==> src/hdl/mcu_mem_defines.vh <==
/* Memory map and external bus constants.
   Included by bare name from the bus unit design file. */
`ifndef MCU_MEM_DEFINES_VH
`define MCU_MEM_DEFINES_VH

// ----------
// Special register byte addresses
// ----------
`define MM_SFR_PORT0 8'h80
`define MM_SFR_TCTRL 8'h88
`define MM_SFR_PORT1 8'h90
`define MM_SFR_PORT2 8'hA0
`define MM_SFR_IRQEN 8'hA8
`define MM_SFR_PORT3 8'hB0
`define MM_SFR_IRQPRI 8'hB8
`define MM_SFR_SERST 8'hC8
`define MM_SFR_PSW 8'hD0
`define MM_SFR_SERCNT 8'hD8
`define MM_SFR_ACC 8'hE0
`define MM_SFR_AUXB 8'hF0
`define MM_SFR_COUNT 12
`define MM_SFR_NONE 4'hF
`define MM_PORT_RESET 8'hFF
`define MM_SFR_RESET 8'h00

// ----------
// Internal memory layout
// ----------
`define MM_RAM_BYTES 192
`define MM_SFR_AREA_BIT 7
`define MM_BITRAM_BASE 8'h20
`define MM_PSW_BANK_HI 4
`define MM_PSW_BANK_LO 3
`define MM_IM_DIRECT 2'h0
`define MM_IM_INDIRECT 2'h1
`define MM_IM_BIT 2'h2
`define MM_IM_BANKREG 2'h3

// ----------
// Program space and vectors
// ----------
`define MM_ROM_TOP 16'h0FFF
`define MM_VEC_BASE 16'h0003
`define MM_VEC_STRIDE_SHIFT 3
`define MM_VEC_LAST 3'h4

// ----------
// Port 1 and port 3 bit positions
// ----------
`define MM_P1_RTS 6
`define MM_P1_CTS 7
`define MM_P3_SER_RX 0
`define MM_P3_SER_TX 1
`define MM_P3_IRQ0 2
`define MM_P3_IRQ1 3
`define MM_P3_CNT0 4
`define MM_P3_CNT1 5
`define MM_P3_WR 6
`define MM_P3_RD 7

// ----------
// Timing
// ----------
`define MM_PHASE_CLKS 4
`define MM_PHASES_PER_MC 6
`define MM_RST_MCYC 2

`endif

==> src/hdl/mc_timebase.v <==
/*
 * Divider that makes the bus phase enable and the machine cycle enable.
 * Assumes one free running clock; both enables are one-cycle pulses.
 */
`timescale 1ns/1ps

module mc_timebase #(
    parameter PHASE_CLKS = 4,
    parameter PHASES_PER_MC = 6
) (
    // Clock and reset
    input wire clk_sys,
    input wire arst_n,
    // Enables
    output reg phaseEn_r,
    output reg mcEn_r
);

reg [7:0] clkCnt_r;
reg [7:0] phaseCnt_r;

always @(posedge clk_sys or negedge arst_n)
begin
    if (!arst_n)
    begin
        clkCnt_r <= 8'h00;
        phaseCnt_r <= 8'h00;
        phaseEn_r <= 1'b0;
        mcEn_r <= 1'b0;
    end
    else
    begin
        phaseEn_r <= 1'b0;
        mcEn_r <= 1'b0;
        if (clkCnt_r == PHASE_CLKS[7:0] - 8'h01)
        begin
            clkCnt_r <= 8'h00;
            phaseEn_r <= 1'b1;
            if (phaseCnt_r == PHASES_PER_MC[7:0] - 8'h01)
            begin
                phaseCnt_r <= 8'h00;
                mcEn_r <= 1'b1;
            end
            else
            begin
                phaseCnt_r <= phaseCnt_r + 8'h01;
            end
        end
        else
        begin
            clkCnt_r <= clkCnt_r + 8'h01;
        end
    end
end

endmodule // mc_timebase

==> src/hdl/mcu_memory_bus.v <==
/*
 * Memory map and external bus unit: reset pin filter, program fetch from
 * internal ROM or the external bus, external data moves, internal RAM and
 * special registers with bit access, port pins and alternate functions.
 * Assumes the core logic on clk_sys issues requests and an internal ROM
 * answers one cycle after its address.
 */
// Contract
// [RL1] Reset pin high two consecutive machine cycles resets the device.
// [RL2] Address latch strobe falls while the low address stands on port zero.
// [RL3] Program read strobe goes low for external code fetches.
// [RL4] Port zero is I/O, and multiplexed low address/data when external.
// [RL5] Port two is I/O, and carries the high address when external.
// [RL6] Port one is I/O; bit 6 is request-to-send, bit 7 clear-to-send.
// [RL7] Port three bits 0/1 serve receive, direction, transmit per link mode.
// [RL8] Clearing the port three bit 1 latch selects diagnostic mode.
// [RL9] Port three bits 2/3 are external interrupt or counter gate inputs.
// [RL10] Port three bit 4 counts counter zero; bit 5 serial clock or counter one.
// [RL11] External data uses port three bit 7 read and bit 6 write strobes.
// [RL12] Interrupt vectors sit eight bytes apart from 0003H to 0023H.
// [RL13] Program address space spans 0000H to FFFFH.
// [RL14] Fetch select sampled during reset picks internal ROM for 0000H-0FFFH.
// [RL15] External data uses the 16-bit pointer or an 8-bit register address.
// [RL16] Internal RAM holds 192 bytes, direct and indirect addressable.
// [RL17] Direct upper addresses hit special registers, indirect ones hit RAM.
// [RL18] Listed special registers are bit addressable at byte plus bit index.
// [RL19] RAM 20h-2Fh is bit addressable, bit 00h through 7Fh.
// [RL20] RAM 00h-1Fh holds four banks of eight registers.
// [RL21] Software may put code at a vector whose interrupt is disabled.
// [RL22] Bit address 80h up selects register at address with low bits cleared.
`timescale 1ns/1ps
`include "mcu_mem_defines.vh"

module mcu_memory_bus #(
    parameter RAM_BYTES = `MM_RAM_BYTES,
    parameter PHASE_CLKS = `MM_PHASE_CLKS,
    parameter PHASES_PER_MC = `MM_PHASES_PER_MC
) (
    // Clock and reset
    input wire clk_sys,
    input wire arst_n,
    // Control pins
    input wire resetPin,
    input wire extFetchSelectPin,
    output reg addrLatchEn_r,
    output reg progReadN_r,
    // Port pins, enable low while driving
    input wire [7:0] portZeroIn,
    output reg [7:0] portZeroOut_r,
    output reg [7:0] portZeroOeN_r,
    input wire [7:0] portOneIn,
    output reg [7:0] portOneOut_r,
    output reg [7:0] portOneOeN_r,
    input wire [7:0] portTwoIn,
    output reg [7:0] portTwoOut_r,
    output reg [7:0] portTwoOeN_r,
    input wire [7:0] portThreeIn,
    output reg [7:0] portThreeOut_r,
    output reg [7:0] portThreeOeN_r,
    // Device state
    output reg coreReset_r,
    output reg extFetchSel_r,
    output wire diagMode,
    // Code fetch
    input wire fetchReq,
    input wire [15:0] fetchAddr,
    output wire fetchReady,
    output reg fetchDone_r,
    output reg [7:0] fetchData_r,
    // Internal ROM
    output reg [11:0] romAddr_r,
    input wire [7:0] romRdData,
    // External data move
    input wire xReq,
    input wire xWrite,
    input wire xUsePtr,
    input wire [15:0] xPtrAddr,
    input wire [7:0] xRegAddr,
    input wire [7:0] xWrData,
    output wire xReady,
    output reg xDone_r,
    output reg [7:0] xRdData_r,
    // Internal memory access
    input wire imReq,
    input wire [1:0] imMode,
    input wire imWrite,
    input wire [7:0] imAddr,
    input wire [7:0] imWrData,
    output reg imDone_r,
    output reg [7:0] imRdData_r,
    // Vector lookup
    input wire [2:0] vecSel,
    output reg [15:0] vecAddr_r,
    // Serial unit and counters
    input wire serialLinkBidir,
    input wire serialTxOut,
    input wire serialRtsOut,
    output reg serialDataIn_r,
    output reg serialClkIn_r,
    output reg clearToSend_r,
    output reg extIrqZero_r,
    output reg extIrqOne_r,
    output reg counterZeroIn_r,
    output reg counterOneIn_r,
    // Hardware flag sets
    input wire [7:0] timerFlagSet,
    input wire [7:0] serialFlagSet,
    // Special register contents
    output wire [7:0] timerCtrl,
    output wire [7:0] irqEnable,
    output wire [7:0] irqPriority,
    output wire [7:0] serialStatus,
    output wire [7:0] serialCounts,
    output wire [7:0] programStatus,
    output wire [7:0] accumulator,
    output wire [7:0] mulDivAux
);

// ----------
// Decoders
// ----------
function [3:0] sfrIndex;
    input [7:0] a;
    begin
        case (a)
            `MM_SFR_PORT0: sfrIndex = 4'h0;
            `MM_SFR_TCTRL: sfrIndex = 4'h1;
            `MM_SFR_PORT1: sfrIndex = 4'h2;
            `MM_SFR_PORT2: sfrIndex = 4'h3;
            `MM_SFR_IRQEN: sfrIndex = 4'h4;
            `MM_SFR_PORT3: sfrIndex = 4'h5;
            `MM_SFR_IRQPRI: sfrIndex = 4'h6;
            `MM_SFR_SERST: sfrIndex = 4'h7;
            `MM_SFR_PSW: sfrIndex = 4'h8;
            `MM_SFR_SERCNT: sfrIndex = 4'h9;
            `MM_SFR_ACC: sfrIndex = 4'hA;
            `MM_SFR_AUXB: sfrIndex = 4'hB;
            default: sfrIndex = `MM_SFR_NONE;
        endcase
    end
endfunction

// [RL22] [RL18] [RL19] bit to byte
function [7:0] bitByte;
    input [7:0] b;
    begin
        if (b[`MM_SFR_AREA_BIT])
            bitByte = {b[7:3], 3'h0};
        else
            bitByte = `MM_BITRAM_BASE + {3'h0, b[7:3]};
    end
endfunction

// ----------
// Time base and pin synchronisers
// ----------
wire phaseEn;
wire mcEn;

mc_timebase #(
    .PHASE_CLKS(PHASE_CLKS),
    .PHASES_PER_MC(PHASES_PER_MC)
) timebase (
    .clk_sys(clk_sys),
    .arst_n(arst_n),
    .phaseEn_r(phaseEn),
    .mcEn_r(mcEn)
);

reg [33:0] syncA_r;
reg [33:0] syncB_r;
wire [7:0] p0Pin = syncB_r[7:0];
wire [7:0] p1Pin = syncB_r[15:8];
wire [7:0] p2Pin = syncB_r[23:16];
wire [7:0] p3Pin = syncB_r[31:24];
wire rstPinS = syncB_r[32];
wire fetchSelS = syncB_r[33];

always @(posedge clk_sys or negedge arst_n)
begin
    if (!arst_n)
    begin
        syncA_r <= 34'h000000000;
        syncB_r <= 34'h000000000;
    end
    else
    begin
        syncA_r <= {extFetchSelectPin, resetPin, portThreeIn, portTwoIn, portOneIn, portZeroIn};
        syncB_r <= syncA_r;
    end
end

// ----------
// Reset filter and fetch select strap
// ----------
reg [1:0] rstCnt_r;

always @(posedge clk_sys or negedge arst_n)
begin
    if (!arst_n)
    begin
        rstCnt_r <= 2'h0;
        coreReset_r <= 1'b1;
        extFetchSel_r <= 1'b0;
    end
    else
    begin
        // [RL1] two machine cycles high
        if (!rstPinS)
        begin
            rstCnt_r <= 2'h0;
            coreReset_r <= 1'b0;
        end
        else if (mcEn && rstCnt_r != `MM_RST_MCYC)
            rstCnt_r <= rstCnt_r + 2'h1;
        else if (rstCnt_r == `MM_RST_MCYC)
            coreReset_r <= 1'b1;
        // [RL14] strap caught while in reset
        if (coreReset_r)
            extFetchSel_r <= fetchSelS;
    end
end

// ----------
// Special registers and internal RAM
// ----------
reg [7:0] sfrMem_r [0:`MM_SFR_COUNT-1];
reg [7:0] ram_r [0:RAM_BYTES-1];

assign timerCtrl = sfrMem_r[1];
assign irqEnable = sfrMem_r[4];
assign irqPriority = sfrMem_r[6];
assign serialStatus = sfrMem_r[7];
assign programStatus = sfrMem_r[8];
assign serialCounts = sfrMem_r[9];
assign accumulator = sfrMem_r[10];
assign mulDivAux = sfrMem_r[11];
// [RL8] diagnostic on cleared latch
assign diagMode = ~sfrMem_r[5][`MM_P3_SER_TX];

reg [7:0] imByte;
reg imSfr;
reg [3:0] imIdx;
reg imRamHit;
reg [7:0] latchByte;
reg [7:0] readByte;
reg [7:0] bitWrByte;

always @*
begin
    // [RL20] bank register address
    case (imMode)
        `MM_IM_BIT: imByte = bitByte(imAddr);
        `MM_IM_BANKREG: imByte = {3'h0, sfrMem_r[8][`MM_PSW_BANK_HI:`MM_PSW_BANK_LO], imAddr[2:0]};
        default: imByte = imAddr;
    endcase
    // [RL17] direct upper half is special registers
    imSfr = imByte[`MM_SFR_AREA_BIT] && imMode != `MM_IM_INDIRECT;
    imIdx = sfrIndex(imByte);
    // [RL16] RAM range check
    imRamHit = !imSfr && ({24'h000000, imByte} < RAM_BYTES);
    latchByte = 8'h00;
    if (imSfr && imIdx != `MM_SFR_NONE)
        latchByte = sfrMem_r[imIdx];
    else if (imRamHit)
        latchByte = ram_r[imByte];
    readByte = latchByte;
    if (imSfr)
    begin
        case (imIdx)
            4'h0: readByte = p0Pin;
            4'h2: readByte = p1Pin;
            4'h3: readByte = p2Pin;
            4'h5: readByte = p3Pin;
            default: readByte = latchByte;
        endcase
    end
    bitWrByte = latchByte;
    bitWrByte[imAddr[2:0]] = imWrData[0];
end

wire imWrEn = imReq && imWrite && !coreReset_r;
wire [7:0] imWrVal = (imMode == `MM_IM_BIT) ? bitWrByte : imWrData;

always @(posedge clk_sys)
begin
    if (imWrEn && imRamHit)
        ram_r[imByte] <= imWrVal;
end

genvar g;
generate
    for (g = 0; g < `MM_SFR_COUNT; g = g + 1)
    begin : sfrRegs
        wire isPort = (g == 0) || (g == 2) || (g == 3) || (g == 5);
        wire hit = imWrEn && imSfr && imIdx == g;
        wire [7:0] setBits = (g == 1) ? timerFlagSet : (g == 7) ? serialFlagSet : 8'h00;
        always @(posedge clk_sys or negedge arst_n)
        begin
            if (!arst_n)
                sfrMem_r[g] <= isPort ? `MM_PORT_RESET : `MM_SFR_RESET;
            else if (coreReset_r)
                sfrMem_r[g] <= isPort ? `MM_PORT_RESET : `MM_SFR_RESET;
            else
                sfrMem_r[g] <= (hit ? imWrVal : sfrMem_r[g]) | setBits;
        end
    end
endgenerate

always @(posedge clk_sys or negedge arst_n)
begin
    if (!arst_n)
    begin
        imDone_r <= 1'b0;
        imRdData_r <= 8'h00;
        vecAddr_r <= `MM_VEC_BASE;
    end
    else
    begin
        imDone_r <= imReq && !coreReset_r;
        if (imReq && !imWrite)
            imRdData_r <= (imMode == `MM_IM_BIT) ? {7'h00, readByte[imAddr[2:0]]} : readByte;
        // [RL12] eight byte vector spacing
        if (vecSel <= `MM_VEC_LAST)
            vecAddr_r <= `MM_VEC_BASE + ({13'h0000, vecSel} << `MM_VEC_STRIDE_SHIFT);
    end
end

// ----------
// External bus sequencer
// ----------
localparam S_IDLE = 3'h0;
localparam S_ALE = 3'h1;
localparam S_ADDR = 3'h2;
localparam S_STROBE = 3'h3;
localparam S_HOLD = 3'h4;
localparam S_ROM = 3'h5;
localparam K_FETCH = 2'h0;
localparam K_READ = 2'h1;
localparam K_WRITE = 2'h2;

reg [2:0] state_r;
reg [1:0] kind_r;
reg [15:0] busAddr_r;
reg [7:0] busData_r;

assign fetchReady = state_r == S_IDLE && !coreReset_r;
assign xReady = fetchReady && !fetchReq;

// [RL13] full 16-bit program space
wire romHit = extFetchSel_r && fetchAddr <= `MM_ROM_TOP;

always @(posedge clk_sys or negedge arst_n)
begin
    if (!arst_n)
    begin
        state_r <= S_IDLE;
        kind_r <= K_FETCH;
        busAddr_r <= 16'h0000;
        busData_r <= 8'h00;
        romAddr_r <= 12'h000;
        fetchDone_r <= 1'b0;
        fetchData_r <= 8'h00;
        xDone_r <= 1'b0;
        xRdData_r <= 8'h00;
    end
    else
    begin
        fetchDone_r <= 1'b0;
        xDone_r <= 1'b0;
        if (coreReset_r)
            state_r <= S_IDLE;
        else
        begin
            case (state_r)
                S_IDLE:
                begin
                    if (fetchReq)
                    begin
                        kind_r <= K_FETCH;
                        busAddr_r <= fetchAddr;
                        romAddr_r <= fetchAddr[11:0];
                        // [RL14] internal ROM for the low 4K
                        state_r <= romHit ? S_ROM : S_ALE;
                    end
                    else if (xReq)
                    begin
                        kind_r <= xWrite ? K_WRITE : K_READ;
                        // [RL15] pointer or register indexed
                        busAddr_r <= xUsePtr ? xPtrAddr : {sfrMem_r[3], xRegAddr};
                        busData_r <= xWrData;
                        state_r <= S_ALE;
                    end
                end
                S_ROM:
                begin
                    fetchData_r <= romRdData;
                    fetchDone_r <= 1'b1;
                    state_r <= S_IDLE;
                end
                S_ALE:
                    if (phaseEn)
                        state_r <= S_ADDR;
                S_ADDR:
                    if (phaseEn)
                        state_r <= S_STROBE;
                S_STROBE:
                    if (phaseEn)
                    begin
                        busData_r <= (kind_r == K_WRITE) ? busData_r : p0Pin;
                        state_r <= S_HOLD;
                    end
                S_HOLD:
                    if (phaseEn)
                    begin
                        state_r <= S_IDLE;
                        fetchDone_r <= kind_r == K_FETCH;
                        xDone_r <= kind_r != K_FETCH;
                        fetchData_r <= (kind_r == K_FETCH) ? busData_r : fetchData_r;
                        xRdData_r <= (kind_r == K_READ) ? busData_r : xRdData_r;
                    end
                default:
                    state_r <= S_IDLE;
            endcase
        end
    end
end

// ----------
// Pin drive
// ----------
wire extAddrPhase = state_r == S_ALE || state_r == S_ADDR;
wire extActive = extAddrPhase || state_r == S_STROBE || state_r == S_HOLD;
wire strobe = state_r == S_STROBE;
reg [7:0] p0Nxt;
reg [7:0] p0OeNxt;
reg [7:0] p1Nxt;
reg [7:0] p2Nxt;
reg [7:0] p2OeNxt;
reg [7:0] p3Nxt;
reg [7:0] p3OeNxt;

always @*
begin
    // [RL4] port zero I/O or address/data
    p0Nxt = sfrMem_r[0];
    p0OeNxt = sfrMem_r[0];
    if (extAddrPhase)
    begin
        p0Nxt = busAddr_r[7:0];
        p0OeNxt = 8'h00;
    end
    else if (extActive && kind_r == K_WRITE)
    begin
        p0Nxt = busData_r;
        p0OeNxt = 8'h00;
    end
    else if (extActive)
        p0OeNxt = 8'hFF;
    // [RL6] request-to-send on bit 6
    p1Nxt = sfrMem_r[2];
    p1Nxt[`MM_P1_RTS] = sfrMem_r[2][`MM_P1_RTS] & serialRtsOut;
    // [RL5] high address on port two
    p2Nxt = extActive ? busAddr_r[15:8] : sfrMem_r[3];
    p2OeNxt = extActive ? 8'h00 : sfrMem_r[3];
    // [RL7] transmit data on bit 1
    p3Nxt = sfrMem_r[5];
    p3Nxt[`MM_P3_SER_TX] = sfrMem_r[5][`MM_P3_SER_TX] & serialTxOut;
    // [RL11] data strobes on bits 6 and 7
    p3Nxt[`MM_P3_WR] = sfrMem_r[5][`MM_P3_WR] & !(strobe && kind_r == K_WRITE);
    p3Nxt[`MM_P3_RD] = sfrMem_r[5][`MM_P3_RD] & !(strobe && kind_r == K_READ);
    p3OeNxt = p3Nxt;
    // [RL7] bit 0 steers bit 1 on a two-way link
    if (serialLinkBidir && !p3Pin[`MM_P3_SER_RX])
        p3OeNxt[`MM_P3_SER_TX] = 1'b1;
end

always @(posedge clk_sys or negedge arst_n)
begin
    if (!arst_n)
    begin
        addrLatchEn_r <= 1'b0;
        progReadN_r <= 1'b1;
        portZeroOut_r <= `MM_PORT_RESET;
        portZeroOeN_r <= 8'hFF;
        portOneOut_r <= `MM_PORT_RESET;
        portOneOeN_r <= 8'hFF;
        portTwoOut_r <= `MM_PORT_RESET;
        portTwoOeN_r <= 8'hFF;
        portThreeOut_r <= `MM_PORT_RESET;
        portThreeOeN_r <= 8'hFF;
        serialDataIn_r <= 1'b0;
        serialClkIn_r <= 1'b0;
        clearToSend_r <= 1'b0;
        extIrqZero_r <= 1'b0;
        extIrqOne_r <= 1'b0;
        counterZeroIn_r <= 1'b0;
        counterOneIn_r <= 1'b0;
    end
    else
    begin
        // [RL2] high in first phase, falls with address held
        addrLatchEn_r <= state_r == S_ALE;
        // [RL3] low for external code fetch
        progReadN_r <= !(strobe && kind_r == K_FETCH);
        portZeroOut_r <= p0Nxt;
        portZeroOeN_r <= p0OeNxt;
        portOneOut_r <= p1Nxt;
        portOneOeN_r <= p1Nxt;
        portTwoOut_r <= p2Nxt;
        portTwoOeN_r <= p2OeNxt;
        portThreeOut_r <= p3Nxt;
        portThreeOeN_r <= p3OeNxt;
        // [RL7] receive from bit 0, or bit 1 when two-way
        serialDataIn_r <= serialLinkBidir ? p3Pin[`MM_P3_SER_TX] : p3Pin[`MM_P3_SER_RX];
        // [RL6] clear-to-send on bit 7
        clearToSend_r <= p1Pin[`MM_P1_CTS];
        // [RL9] interrupt or gate inputs
        extIrqZero_r <= p3Pin[`MM_P3_IRQ0];
        extIrqOne_r <= p3Pin[`MM_P3_IRQ1];
        // [RL10] counter and serial clock inputs
        counterZeroIn_r <= p3Pin[`MM_P3_CNT0];
        counterOneIn_r <= p3Pin[`MM_P3_CNT1];
        serialClkIn_r <= p3Pin[`MM_P3_CNT1];
    end
end

endmodule // mcu_memory_bus

==> config.mk <==
export PLATFORM = sky130hd
export DESIGN_NAME = mcu_memory_bus
export DESIGN_NICKNAME = d
export VERILOG_FILES = /design/src/hdl/mc_timebase.v /design/src/hdl/mcu_memory_bus.v
export VERILOG_INCLUDE_DIRS = /design/src /design/src/hdl
export SDC_FILE = /design/constraint.sdc
export NUM_CORES = 2
export LEC_CHECK = 0
export BUFFER_PORTS_ARGS = -buffer_cell sky130_fd_sc_hd__buf_2
export CAP_MARGIN = 20
export CORE_ASPECT_RATIO = 1.2
export CORE_UTILIZATION = 50
export CTS_BUF_LIST = sky130_fd_sc_hd__clkbuf_4
export DETAILED_ROUTE_END_ITERATION = 12
export PLACE_DENSITY = 0.67
export SLEW_MARGIN = 20
export SYNTH_ARGS = -nofsm -noshare
export SYNTH_HDL_FRONTEND = slang
export SYNTH_SLANG_ARGS = --single-unit
==> constraint.sdc <==
create_clock -name clk_sys -period 6.9 [get_ports clk_sys]
set_input_delay 1.38 -clock clk_sys [delete_from_list [all_inputs] [get_ports clk_sys]]
set_output_delay 1.38 -clock clk_sys [all_outputs]
set_load 0.02 [all_outputs]
==> results.py <==
metrics = {
    "floorplan": {
        "io_pins": 335,
        "die_y_um": 430,
        "num_rows": 156,
        "dieArea_mm2": 0.154,
        "die-width_um": 359,
        "start_util": 0.506,
        "core_area_mm2": 0.151,
    },
    "layout": {
        "final_util": 0.578,
        "multi_input_area_mm2": 0.0197,
        "area_delta_synth_final_pct": 14.3,
        "final_nets": 6394,
        "fillers": 12100,
        "drive_gt1_frac": 0.233,
        "final-seq-area_mm2": 0.0541,
        "final_cell_area_mm2": 0.0873,
    },
    "route": {
        "drt_wl_total_mm": 272,
        "vias_per_cell": 6.31,
        "firstDrtPassIters": 6,
        "drc": 0,
        "wire_per_inst_um": 31.7,
        "vias": 54100,
        "first_iter_violations": 7230,
        "ant_nets": 0,
    },
    "pwr": {
        "total_leakage_power_nw": 32.3,
        "p_sw_mw": 6.97,
        "seq_power_share": 0.512,
        "p_per_area_mw_per_mm2": 288,
        "switching_share": 0.277,
        "p_clk_frac": 0.353,
        "power_mw": 25.1,
        "pwr-share-comb": 0.135,
        "peakVddDrop_v": 0.000156,
        "power.internal_mw": 18.2,
    },
    "grt": {
        "grt-ovfl-total": 0,
        "grt_pass1_vias": 52000,
        "grt_use_total": 0.347,
        "grt_max_degree": 97,
        "grt_pass1_wl_mm": 376,
        "antenna_found_initial": 11,
    },
    "logic_synthesis": {
        "synth_area_leaders": "edfxtp_1, dfrtp_1, mux2i_1, nand2_1, dfstp_2",
        "synthArstFlopShare": 0.170,
        "synth_cells": 5594,
        "seq_area_frac_synth": 0.708,
        "synth_top_flop_cell": "edfxtp_1",
        "synth_warnings": 0,
        "avgSynthCellArea_um2": 13.7,
        "synth.distinct_cells": 99,
        "ys_ff_latch": 1850,
        "yosysTopAreaCell": "edfxtp_1",
        "yosys.area.top_type_share": 0.604,
        "synth_area_mm2": 0.0764,
        "synth_edf_count": 1536,
        "yosysMostFrequentCell": "edfxtp_1",
        "synthTopCellsByCount": "edfxtp_1, nand2_1, mux2i_1",
    },
    "clocking": {
        "path_clk_slew_ps": 70,
        "htreeDepth": 5,
        "clockBufferDepth": 4,
        "cts_tree": "done",
        "cts-resized-gates": 0,
        "clk_latency_ps": 1430,
        "cts_made_buffers": 451,
        "clock-sinks": 1850,
        "cts_root_buf": "clkbuf_4",
    },
    "critical_path": {
        "startpoint_type": "input pin",
        "cp-startpoint": "imMode[1]",
        "crit_type": "input pin to flop",
        "rr_worst_depth": 16,
        "end_kind": "flop",
        "cp.arrival_ps": 7210,
        "crit_fanout": 57,
        "reg2reg_from": "programStatus[3]",
        "required_ps": 8000,
        "rrSetupSlack_ps": 1200,
        "r2r_end": "ram_r[135][5]",
        "critPathCapture": "ram_r[135][5]",
    },
    "place": {
        "place_ws_ps": -385,
        "port_buffers": 321,
        "place_hpwl_mm": 182,
        "gp_congestion": 1.04,
        "place_area_mm2": 0.0815,
    },
    "timing": {
        "hold_ws_ps": 116,
        "finalHoldViolations": 0,
        "slew_viol_final": 0,
        "skew_ps": 124,
        "relSlewSlack": 0.0680,
        "rsz0062_at_grt": "no",
        "worst_pin_slew_ps": 1360,
        "min_period_ps": 6120,
        "timing.final.ws_setup_ps": 781,
        "period_share": 0.887,
        "max_freq_ghz": 0.163,
        "setup_viol": 0,
    },
    "flow_run": {
        "drv_cap": 0,
    },
    "worst_hold_path": {
        "worstHoldPathType": "input pin to flop",
    },
    "status": {
        "status": "finished, final reports clean",
    },
}
-- kinds of logic (layout without fill, tap and decap cells) --
logic type / after synthesis / after routing / share of synthesized area
simple gates: 1741 / 1741 / 0.0970
compound gates: 930 / 930 / 0.0864
buf+inv: 554 / 1532 / 0.0367
fa+ha+maj: 4 / 4 / 0.000655
other cells: 2 / 21 / 0.0000983
mux: 498 / 498 / 0.0693
xor+xnor: 15 / 15 / 0.00172
flops: 1850 / 1850 / 0.708
-- placed cells by master, fill, tap and decap left out, drive strengths merged, types with 31 or more instances in the layout --
| master | count |
|---|---|
| edfxtp | 1536 |
| nand2 | 943 |
| clkbuf | 663 |
| buf | 638 |
| mux2i | 447 |
| nor2 | 332 |
| nand3 | 271 |
| dfrtp | 231 |
| a21oi | 173 |
| a211oi | 158 |
| o21ai | 125 |
| clkinv | 112 |
| inv | 92 |
| a32oi | 89 |
| dfstp | 83 |
| a311oi | 79 |
| a31oi | 62 |
| nor3 | 45 |
| o22ai | 44 |
| mux2 | 31 |
-- final cells by class --
cell class | count | share of cell area
Clock buffer | 663 | 0.0570
Sequential cell | 1850 | 0.620
Clock inverter | 121 | 0.00672
Tap cell | 1975 | 0.0283
Multi-Input combinational cell | 3201 | 0.226
Inverter | 91 | 0.00436
Antenna cell | 8 | 0.000229
Timing Repair Buffer | 657 | 0.0576
-- metal layers --
layer  track usage  vias to the layer above  share of wire
li1              -                    22500              -
met1         0.408                    26600           0.34
met2         0.528                     3946           0.45
met3        0.0954                      969           0.12
met4         0.294                       10          0.096
met5             0                        -        0.00024
-- state kept, by name (all words and copies together) (netlist names), 12 cells and up --
register,count
ram_r,1536
romAddr_r,12
syncB_r,34
busAddr_r,16
sfrMem_r,20
syncA_r,34
-- what timing repair did --
item / 4_1_cts / 5_1_grt
endpoints found under the hold margin: 61 / 0
buffers inserted: 0 / 0
hold buffers: 19 / 0
-- worst max-delay path, stage by stage --
cell	delay, ps
buf_2	430
nand2b_4	370
a21oi_4	710
buf_12	320
buf_12	310
a211oi_1	90
a311oi_1	370
a211oi_1	170
nor4_2	800
o22ai_1	190
buf_4	180
nor4_1	670
buf_4	260
a2111oi_2	50
a21oi_1	220
a21oi_2	80
inv_6	180
buf_12	270
-- worst min-delay path by stage --
stage,cells after the start,start,slack [ps],to
6_report,1,portOneIn[0],120,syncA_r[8]
5_1_grt,1,portOneIn[0],70,syncA_r[8]
4_1_cts,1,portOneIn[0],0.1,syncA_r[8]
3_5_place_dp,0,syncA_r[31],330,syncB_r[31]
3_3_place_gp,0,syncA_r[18],330,syncB_r[18]
2_1_floorplan,0,syncA_r[0],330,syncB_r[0]
-- metrics by stage --
step                cells  setup TNS [ps]
floorplan            5605               0
global placement     7751          -83660
detailed placement   7753          -77020
CTS                  8556               0
global route         8563               0
finish               8566               0
-- power groups by stage --
stage / clock network, mW / registers (mW) / logic (mW)
after CTS: 8.95 / 12.9 / 3.29
after detailed placement: 0 / 13.1 / 3.27
final: 8.88 / 12.9 / 3.40
after global placement: 0 / 13.1 / 3.23
after floorplan: 0 / 13.2 / 1.62
after global routing: 9.45 / 12.9 / 3.53
Power figures use the tool's default switching activity.
